===== src/lcdclk_pkg.sv =====
// package of constants for the lcd drive clock and pin select block
package lcdclk_pkg;
	// register byte addresses on the special-function bus
	localparam logic [7:0] LCDCLK_ADDR_P1 = 8'h9c;
	localparam logic [7:0] LCDCLK_ADDR_P2 = 8'h9d;
	localparam logic [7:0] LCDCLK_ADDR_P3 = 8'h9e;
	localparam logic [7:0] LCDCLK_ADDR_DIVH = 8'haa;
	localparam logic [7:0] LCDCLK_ADDR_DRV = 8'had;
	localparam logic [7:0] LCDCLK_ADDR_DIVL = 8'hac;
	localparam logic [7:0] LCDCLK_ADDR_P0 = 8'hb6;
	localparam logic [7:0] LCDCLK_ADDR_DISP = 8'hab;
	localparam logic [7:0] LCDCLK_ADDR_STAT = 8'hae;
	// implemented-bit masks; unimplemented bits read zero
	localparam logic [7:0] LCDCLK_MASK_P0 = 8'h04;
	localparam logic [7:0] LCDCLK_MASK_P1 = 8'h1f;
	localparam logic [7:0] LCDCLK_MASK_P2 = 8'h63;
	localparam logic [7:0] LCDCLK_MASK_P3 = 8'hff;
	localparam logic [7:0] LCDCLK_MASK_DIVH = 8'h01;
	localparam logic [7:0] LCDCLK_MASK_DRV = 8'h1f;
	localparam logic [7:0] LCDCLK_MASK_DISP = 8'hc0;
	localparam logic [7:0] LCDCLK_RESET_VAL = 8'h00;
	// drive control field positions
	localparam int LCDCLK_MODE_LSB = 0;
	localparam int LCDCLK_FC_LSB = 2;
	localparam int LCDCLK_RSEL_BIT = 4;
	// display control bits
	localparam int LCDCLK_LCD_EN_BIT = 6;
	localparam int LCDCLK_DSEL_BIT = 7;
	// port 0 segment bit
	localparam int LCDCLK_P0_BIT = 2;
	// oscillator options for which the divisor applies
	localparam logic [3:0] LCDCLK_OSC_OPT_A = 4'h0;
	localparam logic [3:0] LCDCLK_OSC_OPT_B = 4'he;
	// lcd clocks per frame
	localparam int LCDCLK_FRAME_CLKS = 512;
	localparam int LCDCLK_FRAME_W = 9;
	// one common period is an eighth of a frame at the widest duty
	localparam int LCDCLK_COM_W = 6;
	// drive mode encodings
	typedef enum logic [1:0] {
		LCDCLK_MODE_TRAD_HI = 2'b00,
		LCDCLK_MODE_TRAD_LO = 2'b01,
		LCDCLK_MODE_FAST = 2'b10,
		LCDCLK_MODE_RSVD = 2'b11
	} lcdclk_mode_t;
endpackage : lcdclk_pkg


===== src/lcdclk_top.sv =====
// lcd drive control, lcd clock divider and shared pin select registers
// Function
// RULE1 - mode 00 high sum, 01 low sum
// RULE2 - mode 10 switches low and high sums
// RULE3 - charge window 1/8 to 1/64 common period
// RULE4 - select bit picks 225K or 900K
// RULE5 - zero divisor passes oscillator clock undivided
// RULE6 - one frame every 512 lcd clocks
// RULE7 - divisor used only for options 0000,1110
// RULE8 - port0 pin2 becomes segment 19
// RULE9 - port1 pins 0-4 become segments 1-5
// RULE10 - port2 pins 0,1,5,6 become segments 9,10,14,15
// RULE11 - port3 pins become commons 1-8
// RULE12 - software writes zero to unused bits
// RULE13 - enable bit turns lcd driver on
// RULE14 - display select disables lcd or led
// RULE15 - mode 11 acts as traditional high
// RULE16 - divider pulses at divisor, reloads on write
`timescale 1ns/1ps
module lcdclk_top #(
	parameter int DIV_W = 9,
	parameter int FRAME_W = 9
) (
	input wire logic clk_sys,
	input wire logic rst_n,
	input wire logic [7:0] reg_addr,
	input wire logic [7:0] reg_wdata,
	input wire logic reg_wr,
	input wire logic reg_rd,
	output logic [7:0] reg_rdata,
	input wire logic [3:0] oscillator_option,
	output logic lcd_active,
	output logic led_active,
	output logic lcd_clk_en,
	output logic frame_start,
	output logic com_start,
	output logic high_sum_900k,
	output logic low_sum_sel,
	output logic fast_window,
	output logic [18:0] seg_enable,
	output logic [7:0] com_enable
);
	import lcdclk_pkg::*;

	// all registered state of the block except the divider's
	typedef struct packed {
		logic [7:0] p0;
		logic [7:0] p1;
		logic [7:0] p2;
		logic [7:0] p3;
		logic [7:0] divh;
		logic [7:0] divl;
		logic [7:0] drv;
		logic [7:0] disp;
		logic [7:0] rdata;
		logic [FRAME_W-1:0] frame_cnt;
		logic frame_start;
		logic com_start;
		logic low_sel;
		logic fast_win;
	} lcdclk_state_t;

	lcdclk_state_t state_reg;
	lcdclk_state_t state_next;
	// decoded configuration
	lcdclk_mode_t mode;
	logic [1:0] fc_time;
	logic [DIV_W-1:0] divisor;
	logic use_div;
	logic div_reload;
	logic tick;
	logic lcd_on;
	logic [LCDCLK_COM_W-1:0] com_pos;
	logic in_window;

	// read mux; unmapped addresses read zero
	function automatic logic [7:0] read_reg(input logic [7:0] a, input lcdclk_state_t s);
		case (a)
			LCDCLK_ADDR_P0: read_reg = s.p0;
			LCDCLK_ADDR_P1: read_reg = s.p1;
			LCDCLK_ADDR_P2: read_reg = s.p2;
			LCDCLK_ADDR_P3: read_reg = s.p3;
			LCDCLK_ADDR_DIVH: read_reg = s.divh;
			LCDCLK_ADDR_DIVL: read_reg = s.divl;
			LCDCLK_ADDR_DRV: read_reg = s.drv;
			LCDCLK_ADDR_DISP: read_reg = s.disp;
			LCDCLK_ADDR_STAT: read_reg = {s.fast_win, s.low_sel, s.frame_cnt[FRAME_W-1:FRAME_W-6]};
			default: read_reg = LCDCLK_RESET_VAL;
		endcase
	endfunction : read_reg

	// write of one register, masked to its implemented bits
	function automatic logic [7:0] wr_field(input logic [7:0] old, input logic hit,
		input logic [7:0] d, input logic [7:0] m);
		wr_field = hit ? (d & m) : old;
	endfunction : wr_field

	// field decode
	// drive mode field in the low bits of the drive control register
	assign mode = lcdclk_mode_t'(state_reg.drv[LCDCLK_MODE_LSB +: 2]);
	// fast-charge time field, only meaningful in fast mode
	assign fc_time = state_reg.drv[LCDCLK_FC_LSB +: 2];
	// RULE5 nine-bit divisor
	assign divisor = {state_reg.divh[0], state_reg.divl};
	// RULE7 option gating
	assign use_div = (oscillator_option == LCDCLK_OSC_OPT_A) ||
		(oscillator_option == LCDCLK_OSC_OPT_B);
	// RULE16 reload on divisor write
	assign div_reload = reg_wr && (reg_addr == LCDCLK_ADDR_DIVH ||
		reg_addr == LCDCLK_ADDR_DIVL);
	// RULE13 enable bit, RULE14 display select
	assign lcd_on = state_reg.disp[LCDCLK_LCD_EN_BIT] && !state_reg.disp[LCDCLK_DSEL_BIT];
	// position within the current common period
	assign com_pos = state_reg.frame_cnt[LCDCLK_COM_W-1:0];

	// RULE3 window length per field value
	always_comb begin
		case (fc_time)
			// an eighth: first eight positions
			2'b00: in_window = (com_pos[5:3] == 3'h0);
			// a sixteenth: first four positions
			2'b01: in_window = (com_pos[5:2] == 4'h0);
			// a thirty-second: first two positions
			2'b10: in_window = (com_pos[5:1] == 5'h00);
			// a sixty-fourth: first position only
			2'b11: in_window = (com_pos == 6'h00);
			default: in_window = 1'b0;
		endcase
	end

	lcdclk_divider #(
		.DIV_W(DIV_W)
	) u_div (
		.clk_sys(clk_sys),
		.rst_n(rst_n),
		.divisor(divisor),
		.use_divisor(use_div),
		.reload(div_reload),
		.tick(tick)
	);

	// register writes, frame counter and bias selection
	always_comb begin
		state_next = state_reg;
		// RULE12 unused bits masked off
		// port 0: only the segment 19 select
		state_next.p0 = wr_field(state_reg.p0, reg_wr && reg_addr == LCDCLK_ADDR_P0,
			reg_wdata, LCDCLK_MASK_P0);
		// port 1: segments 1-5
		state_next.p1 = wr_field(state_reg.p1, reg_wr && reg_addr == LCDCLK_ADDR_P1,
			reg_wdata, LCDCLK_MASK_P1);
		// port 2: segments 9,10 and 14,15
		state_next.p2 = wr_field(state_reg.p2, reg_wr && reg_addr == LCDCLK_ADDR_P2,
			reg_wdata, LCDCLK_MASK_P2);
		// port 3: all eight commons
		state_next.p3 = wr_field(state_reg.p3, reg_wr && reg_addr == LCDCLK_ADDR_P3,
			reg_wdata, LCDCLK_MASK_P3);
		// divisor top bit
		state_next.divh = wr_field(state_reg.divh, reg_wr && reg_addr == LCDCLK_ADDR_DIVH,
			reg_wdata, LCDCLK_MASK_DIVH);
		// divisor low byte, every bit used
		state_next.divl = wr_field(state_reg.divl, reg_wr && reg_addr == LCDCLK_ADDR_DIVL,
			reg_wdata, 8'hff);
		// drive mode, charge time and resistor select
		state_next.drv = wr_field(state_reg.drv, reg_wr && reg_addr == LCDCLK_ADDR_DRV,
			reg_wdata, LCDCLK_MASK_DRV);
		// display select and lcd enable
		state_next.disp = wr_field(state_reg.disp, reg_wr && reg_addr == LCDCLK_ADDR_DISP,
			reg_wdata, LCDCLK_MASK_DISP);
		// read data stands only in the cycle after the strobe
		state_next.rdata = reg_rd ? read_reg(reg_addr, state_reg) : LCDCLK_RESET_VAL;
		state_next.frame_start = 1'b0;
		state_next.com_start = 1'b0;
		// RULE6 frame of 512 lcd clocks
		if (!lcd_on) begin
			state_next.frame_cnt = '0;
		end else if (tick) begin
			state_next.frame_cnt = state_reg.frame_cnt + 1'b1;
			state_next.frame_start = (state_reg.frame_cnt == '1);
			// RULE15 window opens at period start
			state_next.com_start = (state_reg.frame_cnt[LCDCLK_COM_W-1:0] == '1);
		end
		// bias network selection per mode
		case (mode)
			// RULE1 traditional high sum
			LCDCLK_MODE_TRAD_HI: state_next.low_sel = 1'b0;
			// RULE1 traditional low sum
			LCDCLK_MODE_TRAD_LO: state_next.low_sel = 1'b1;
			// RULE2 fast charge switching
			LCDCLK_MODE_FAST: state_next.low_sel = lcd_on && in_window;
			// RULE15 reserved acts traditional high
			LCDCLK_MODE_RSVD: state_next.low_sel = 1'b0;
			default: state_next.low_sel = 1'b0;
		endcase
		state_next.fast_win = (mode == LCDCLK_MODE_FAST) && lcd_on && in_window;
	end

	// state register, cleared by every reset
	always_ff @(posedge clk_sys or negedge rst_n) begin
		if (!rst_n) begin
			state_reg <= '0;
		end else begin
			state_reg <= state_next;
		end
	end

	// outputs
	// read data from its own flop, zero when no read was made
	assign reg_rdata = state_reg.rdata;
	// RULE13 lcd driver on
	assign lcd_active = lcd_on;
	// RULE14 led side when selected
	assign led_active = state_reg.disp[LCDCLK_DSEL_BIT];
	// lcd clock enable comes straight from the divider flop
	assign lcd_clk_en = tick;
	assign frame_start = state_reg.frame_start;
	assign com_start = state_reg.com_start;
	// RULE4 high sum selection
	assign high_sum_900k = state_reg.drv[LCDCLK_RSEL_BIT];
	assign low_sum_sel = state_reg.low_sel;
	assign fast_window = state_reg.fast_win;

	// pin function selects; segment index n maps to bit n-1
	always_comb begin
		seg_enable = '0;
		// RULE9 port1 segments 1-5
		seg_enable[4:0] = state_reg.p1[4:0];
		// RULE10 port2 segments 9,10
		seg_enable[9:8] = state_reg.p2[1:0];
		// RULE10 port2 segments 14,15
		seg_enable[14:13] = state_reg.p2[6:5];
		// RULE8 port0 segment 19
		seg_enable[18] = state_reg.p0[LCDCLK_P0_BIT];
	end
	// RULE11 port3 commons
	assign com_enable = state_reg.p3;
endmodule : lcdclk_top


===== src/lcdclk_divider.sv =====
// lcd clock divider producing one-cycle lcd clock enable pulses
`timescale 1ns/1ps
module lcdclk_divider #(
	parameter int DIV_W = 9
) (
	input wire logic clk_sys,
	input wire logic rst_n,
	input wire logic [DIV_W-1:0] divisor,
	input wire logic use_divisor,
	input wire logic reload,
	output logic tick
);
	import lcdclk_pkg::*;

	// all state in one struct
	typedef struct packed {
		logic [DIV_W-1:0] cnt;
		logic tick;
	} lcdclk_div_state_t;

	lcdclk_div_state_t state_reg;
	lcdclk_div_state_t state_next;
	logic bypass;

	// zero divisor or unsupported oscillator option passes the clock through
	assign bypass = (divisor == '0) || !use_divisor;

	// next-state logic of the counter
	always_comb begin
		state_next = state_reg;
		// RULE16 reload on write
		if (reload) begin
			state_next.cnt = '0;
			state_next.tick = 1'b0;
		// RULE5 undivided when zero
		end else if (bypass) begin
			state_next.cnt = '0;
			state_next.tick = 1'b1;
		// RULE16 pulse at divisor
		end else if (state_reg.cnt + 1'b1 >= divisor) begin
			state_next.cnt = '0;
			state_next.tick = 1'b1;
		end else begin
			state_next.cnt = state_reg.cnt + 1'b1;
			state_next.tick = 1'b0;
		end
	end

	// state register
	always_ff @(posedge clk_sys or negedge rst_n) begin
		if (!rst_n) begin
			state_reg <= '0;
		end else begin
			state_reg <= state_next;
		end
	end

	assign tick = state_reg.tick;
endmodule : lcdclk_divider


===== config.mk =====
export PLATFORM = sky130hd
export DESIGN_NAME = lcdclk_top
export DESIGN_NICKNAME = d
export VERILOG_FILES = /design/src/lcdclk_pkg.sv /design/src/lcdclk_top.sv /design/src/lcdclk_divider.sv
export SDC_FILE = /design/constraint.sdc
export NUM_CORES = 1
export LEC_CHECK = 0
export BUFFER_PORTS_ARGS = -buffer_cell sky130_fd_sc_hd__buf_2
export CAP_MARGIN = 20
export CORE_ASPECT_RATIO = 1.75
export CORE_MARGIN = 2
export CORE_UTILIZATION = 55
export DETAILED_ROUTE_END_ITERATION = 6
export GPL_ROUTABILITY_DRIVEN = 0
export PLACE_DENSITY = 0.86
export SLEW_MARGIN = 20
export SYNTH_ARGS = -nofsm -noshare
export SYNTH_HDL_FRONTEND = slang
export SYNTH_SLANG_ARGS = --single-unit

===== constraint.sdc =====
create_clock -name clk_sys -period 4.1 [get_ports clk_sys]
set_input_delay 0.205 -clock clk_sys [delete_from_list [all_inputs] [get_ports clk_sys]]
set_output_delay 0.205 -clock clk_sys [all_outputs]
set_load 0.02 [all_outputs]

==> qor.csv, run 1 <==
metric;value;unit
outcome;complete, no violations;
WP buf/inv;0;
CP max stage cell;dfrtp_1;
Core Region;0.00618;mm2
Post-CTS Setup Repair Bufs;0;
Clk pwr share;36.5;%
Syn. warnings;0;
RSZ-0062 raised after global routing;no;
Max VDD drop;0.000230;V
design area;0.00380;mm2
Critical Path RT;4.37;ns
critical-path cell list;ha_1 -> nand2_1 -> nor2_1 -> xor2_1 -> ha_1 -> a21o_1 -> a21o_1 -> a221oi_1 -> nand4_1 -> nor2b_1;
min-delay worst type;in2async;
TritonCTS Sinks;65;
post-DP HPWL;5980;um
Avg Inst Size Synth;10.7;um2
CTS tree;yes;
share of layout cells above drive strength 1;30.5;%
post-route clock period utilization;65.1;%
Gate Count Post-Synth;328;
total power;1.26;mW
TritonCTS buffer count;9;
register area share after synthesis;46.3;%
starting density of the core;56.8;%
DRT Pass-1 Iters;4;
Setup Skew;0.00671;ns
commonest non-fill, non-tap cells in the layout;dfrtp_1, buf_2, mux2_2, nand2_1, nor2_1;
Port Buffers;57;
critical-path maximum fanout;9;
Layout Nets;401;
Main synth FF type;dfrtp_1;
largest net degree at the start of global routing;66;
H-tree depth;3;
Final setup viols;0;
vias per cell;5.74;
Routed Antenna Nets;0;
fmax;0.375;GHz
GRT Total Usage;24.8;%
Clock Tree Root;clkbuf_8;
via count;2568;
Setup TNS;0;ns
CP delay by family, top;simple AND/OR/NAND/NOR gates;
DR DRC count;0;
max-cap viol count;0;
element type at the critical path start;flop;
Sw Pwr;326;uW
Power Dens Cells;330;mW/mm2
Worst EP arrival;2.94;ns
Yosys reg bits;65;
final WL;7860;um
n_diodes;0;
DR iter-0 viols;119;
critical path type;reg2reg;
Int Pwr;931;uW
WL/cell;17.6;um
Synth area leaders;dfrtp_1, mux2_2, buf_4;
Post-synth EDFFs;0;
Seq pwr share;53.9;%
PostCTS Resize Cnt;0;
clock slew at reported path FFs;0.07;ns
post-synth design cell area;0.00351;mm2
post-synth top area share;46.3;%
cell taking the most area after synthesis;dfrtp_1;
combinational fraction of design power;9.5;%
Worst-Margin Slew;0.941;ns
CP Capture Type;flop;
# rows;38;
Lkg Pwr;1.88;nW
die width;64.4;um
number of global-route vias before repair;2682;
Worst Reg2Reg Path Length in Cells;10;
Ports;67;
Max Root-Sink Buffers;2;
Final Hold Viols;0;
CP peak stage delay;0.41;ns
switching share of power;25.9;%
antenna violations before repair;0;
die height;110;um
wire length of the first global-routing pass;12900;um
Synth cell types;44;
Stages on worst setup path;10;
R2R setup slack;1.43;ns
hold_buf cts;0;
max reg flops;10;
full die area;0.00706;mm2
Final min period;2.67;ns
Final Slew Violations;0;
FFs w/ async S/R, synth;100;%
placed inst area;0.00364;mm2
grt total ovfl;0;
Area Growth Syn to Fin;8.30;%
commonest non-fill, non-tap cell in the layout;dfrtp_1;
Worst slew margin;36.6;%
Worst-Skew Late Latency;0.35;ns
-- synth_stat cells (2+ instances only) --
library cell,n
a21o_1,2
nand2_1,22
buf_4,35
and3_1,4
mux2i_1,3
o21ai_0,9
nor3_1,9
or3_1,3
and2_1,3
inv_1,14
nor2_1,16
xnor2_1,5
a221oi_1,2
nor2b_1,8
nand3b_1,2
a21oi_1,8
a22oi_1,12
nand2_2,2
xor2_1,7
mux2_2,34
a31oi_1,6
nand4_1,5
ha_1,14
nand3_1,11
nand2b_1,3
clkbuf_1,4
a222oi_1,2
buf_2,3
dfrtp_1,65
-- layer usage --
metal / share of wire, % / global-route usage [%] / up-vias
met2: 55 / 43.3 / 87
met5: 0 / 0 / -
li1: - / - / 1189
met3: 4.8 / 6.24 / 26
met1: 35 / 26.4 / 1266
met4: 4.5 / 15.8 / 0
-- final timing paths --
path                               startpoint                 end
min in group clk_sys             reg_wdata[5]       com_enable[5]
max in group asynchronous               rst_n        reg_rdata[2]
setup reg to reg           u_div.state_reg[1]  u_div.state_reg[5]
setup / recovery           u_div.state_reg[1]  u_div.state_reg[5]
hold / removal                          rst_n       com_enable[5]
hold reg to reg            u_div.state_reg[1]  u_div.state_reg[1]
-- power groups by stage --
stage | registers [mW] | logic (mW) | clock network [mW]
finish | 0.678 | 0.120 | 0.459
global route | 0.679 | 0.133 | 0.494
CTS | 0.677 | 0.121 | 0.471
detailed placement | 0.689 | 0.120 | 0
global placement | 0.688 | 0.116 | 0
floorplan | 0.685 | 0.0862 | 0
-- layout make-up --
| type | count | area, um2 |
|---|---|---|
| well taps | 80 | 100 |
| inverters | 14 | 52.6 |
| multi-input cells | 215 | 1570 |
| flip-flops and latches | 65 | 1630 |
| clock buffers | 11 | 141 |
| fillers | 532 | 2380 |
| clock inverters | 4 | 20.0 |
| repair buffers | 58 | 293 |
-- worst reg2reg max path, cell delays in order, from the launching register on --
cell and delay [ns]:
dfrtp_1 0.41, ha_1 0.25, nand2_1 0.07, nor2_1 0.13, xor2_1 0.21, ha_1 0.27, a21o_1 0.15, a21o_1 0.17
a221oi_1 0.35, nand4_1 0.37, nor2b_1 0.21
-- through the flow --
stage                     util, %  worst slack (ns)  hold slack [ns]  instances
after floorplan                 -              1.78          -0.0906        336
after global placement       58.9              1.61            0.423        432
after detailed placement     58.9              1.47            0.435        432
after CTS                    61.5              1.43           0.0589        447
after global routing         61.5              1.16           0.0997        447
final                        61.5              1.43           0.0196        447
-- cell families after synthesis --
kind of cell / count (synthesis) / synth area share, %
other cells: 1 / 0.107
buf+inv: 56 / 9.84
compound gates: 46 / 8.84
flops: 65 / 46.3
mux: 37 / 11.8
simple gates: 97 / 15.1
xor+xnor: 12 / 2.99
fa+ha+maj: 14 / 4.99
No activity file was read; power rests on OpenSTA's default activity.
==> run 2, diff against run 1 <==
- CORE_UTILIZATION: 55 -> 50
- PLACE_DENSITY: 0.86 -> 0.83
- clock period: 4.1 -> 2.35 ns (I/O delays scaled with it)
==> run 2 against run 1 <==
Net effect: wire length grew 3.8%; sequential share of layout area is 2.7 points lower; clock-buffer cell count unchanged; combinational power is 85% higher; global-route usage is 1.3 points lower; die area grew 9.5%; maximum frequency is 14% higher; utilization down 2.4 points; register-to-register slack worse by 1.4 ns; cell area grew 6.7%; largest cell class unchanged; highest routed layer unchanged.
==> qor.csv, run 2 (synthesized netlist as in run 1, its figures left out) <==
metric;value;unit;change
outcome;complete, no violations;;unchanged
full die area;0.00773;mm2;was 0.00706 mm2
Final Slew Violations;0;;unchanged
GRT Total Usage;23.5;%;was 24.8%
Final min period;2.34;ns;was 2.67 ns
max-cap viol count;0;;unchanged
TritonCTS buffer count;9;;unchanged
CP Capture Type;flop;;unchanged
critical-path maximum fanout;9;;unchanged
via count;2587;;was 2568
DRT Pass-1 Iters;4;;unchanged
Routed Antenna Nets;0;;unchanged
H-tree depth;3;;unchanged
met2 routed wirelength;4650;um;was 4340 um
Reg2Reg Launch Point;u_div.state_reg[2];;was u_div.state_reg[1]
WL/cell;17.8;um;was 17.6 um
antenna violations before repair;0;;unchanged
starting density of the core;51.2;%;was 56.8%
commonest non-fill, non-tap cells in the layout;dfrtp_1, buf_2, mux2_2, nand2_1, nor2_1;;unchanged
min-delay worst type;in2reg;;was in2async
clock slew at reported path FFs;0.05;ns;was 0.07 ns
Cells after DPL;443;;was 432
Ports;67;;unchanged
wire length of the first global-routing pass;13200;um;was 12900 um
post-route clock period utilization;99.8;%;was 65.1%
max reg flops;10;;unchanged
element type at the critical path start;flop;;unchanged
fmax;0.427;GHz;was 0.375 GHz
Core Region;0.00686;mm2;was 0.00618 mm2
CP peak stage delay;0.37;ns;was 0.41 ns
final std cells w/o fill;459;;was 447
Max Root-Sink Buffers;2;;unchanged
met3 wire length;223;um;was 378 um
Area Growth Syn to Fin;15.5;%;was 8.30%
Port Buffers;57;;unchanged
die width;67.3;um;was 64.4 um
Clock Tree Root;clkbuf_16;;was clkbuf_8
# rows;40;;was 38
number of fill cells;558;;was 532
number of global-route vias before repair;2710;;was 2682
vias per cell;5.64;;was 5.74
share of layout cells above drive strength 1;33.3;%;was 30.5%
critical path type;reg2reg;;unchanged
min-delay src;reg_wdata[5];;
RSZ-0062 raised after global routing;yes;;was no
n_diodes;0;;unchanged
most frequent CP cell;a21o_1;;
final hold slack;0.0705;ns;was 0.0196 ns
Setup Skew;0.00525;ns;was 0.00671 ns
DR iter-0 viols;141;;was 119
grt total ovfl;0;;unchanged
largest net degree at the start of global routing;66;;unchanged
Lkg Pwr;1.99;nW;was 1.88 nW
CP max stage cell;dfrtp_1;;unchanged
critical-path cell list;ha_2 -> nand2_2 -> nor2_2 -> xor2_1 -> ha_1 -> a21o_1 -> a21o_1 -> a221oi_2 -> nand4_1 -> buf_6 -> nor2b_1;;was ha_1 -> nand2_1 -> nor2_1 -> xor2_1 -> ha_1 -> a21o_1 -> a21o_1 -> a221oi_1 -> nand4_1 -> nor2b_1
Worst-Skew Late Latency;0.33;ns;was 0.35 ns
commonest non-fill, non-tap cell in the layout;dfrtp_1;;unchanged
DR DRC count;0;;unchanged
Max VDD drop;0.000417;V;was 0.000230 V
Worst EP arrival;2.60;ns;was 2.94 ns
top layer in use;met4;;unchanged
post-DP HPWL;6000;um;was 5980 um
Layout Nets;410;;was 401
CP startpoint;u_div.state_reg[2];;was u_div.state_reg[1]
Final Hold Viols;0;;unchanged
WL met1;2980;um;was 2780 um
Final setup viols;0;;unchanged
TritonCTS Sinks;65;;unchanged
CTS tree;yes;;unchanged
Critical Path RT;2.61;ns;was 4.37 ns
Worst-Margin Slew;0.531;ns;was 0.941 ns
die height;115;um;was 110 um
Worst slew margin;64.3;%;was 36.6%
final WL;8150;um;was 7860 um
Power Dens Cells;682;mW/mm2;was 330 mW/mm2
-- run 2: cell count changes in the layout (fill, tap and decap cells not counted), sizes merged --
| cell | change |
|---|---|
| buf | +8 |
| bufinv | +2 |
| clkinv | -4 |
| clkinvlp | +1 |
| dlygate4sd3 | +1 |
-- run 2: worst paths after layout --
path / cells after the start / slack, ns / to
worst max-delay path: 11 / 0.006 / u_div.state_reg[7]
worst min-delay path: 2 / 0.07 / com_enable[5]
worst max register to register: 11 / 0.006 / u_div.state_reg[7]
worst min register to register: 1 / 0.53 / fast_window
max in group asynchronous: 3 / 1.73 / divisor[8]
min in group asynchronous: 3 / 0.32 / seg_enable[2]
-- run 2: per-layer routing --
layer  GRT usage (%)  vias up
met5               0        -
met4            15.2        0
met3            3.52       22
met2            41.9       70
met1            24.8     1294
li1                -     1201
-- run 2: through the flow --
step / utilization (%) / area (um2) / power [mW] / setup WS, ns / TNS, ns
after global routing: 59.2 / 4060 / 2.86 / -0.0815 / -0.576
after global placement: 54.1 / 3710 / 1.41 / 0.0644 / 0
after detailed placement: 54.1 / 3710 / 1.42 / -0.0612 / -0.284
after floorplan: - / 3540 / 1.35 / 0.0276 / 0
final: 59.2 / 4060 / 2.77 / 0.00571 / 0
after CTS: 58.9 / 4040 / 2.78 / 0.0176 / 0
-- run 2: where the power goes --
| group | internal, mW | switching, mW |
|---|---|---|
| registers | 1.15 | 0.0317 |
| clock network | 0.915 | 0.445 |
| logic | 0.0824 | 0.140 |
| total | 2.15 | 0.616 |
-- run 2: repair_timing --
| action | in CTS | in global routing |
|---|---|---|
| hold endpoints to repair | 65 | 0 |
| endpoints found under the setup margin | 9 | 9 |
| pin swaps | 0 | 3 |
| gates cloned | 0 | 0 |
| resized for setup | 1 | 7 |
| hold buffers | 1 | 0 |
| setup buffers | 1 | 0 |
-- run 2: cell type report --
class | instances | area (um2) | share of cell area, %
Tap cell | 84 | 105 | 2.59
Clock buffer | 11 | 233 | 5.74
Multi-Input combinational cell | 215 | 1590 | 39.3
Clock inverter | 3 | 67.6 | 1.67
Inverter | 14 | 52.6 | 1.30
Timing Repair Buffer | 67 | 379 | 9.35
Sequential cell | 65 | 1630 | 40.1
-- run 2: worst max-delay path: cells and delay by family, from the launching register on --
family | cells | cell delay [ns]
buf+inv | 1 | 0.17
compound gates | 3 | 0.65
simple gates | 4 | 0.40
fa+ha+maj | 2 | 0.48
xor+xnor | 1 | 0.20
flops | 1 | 0.37
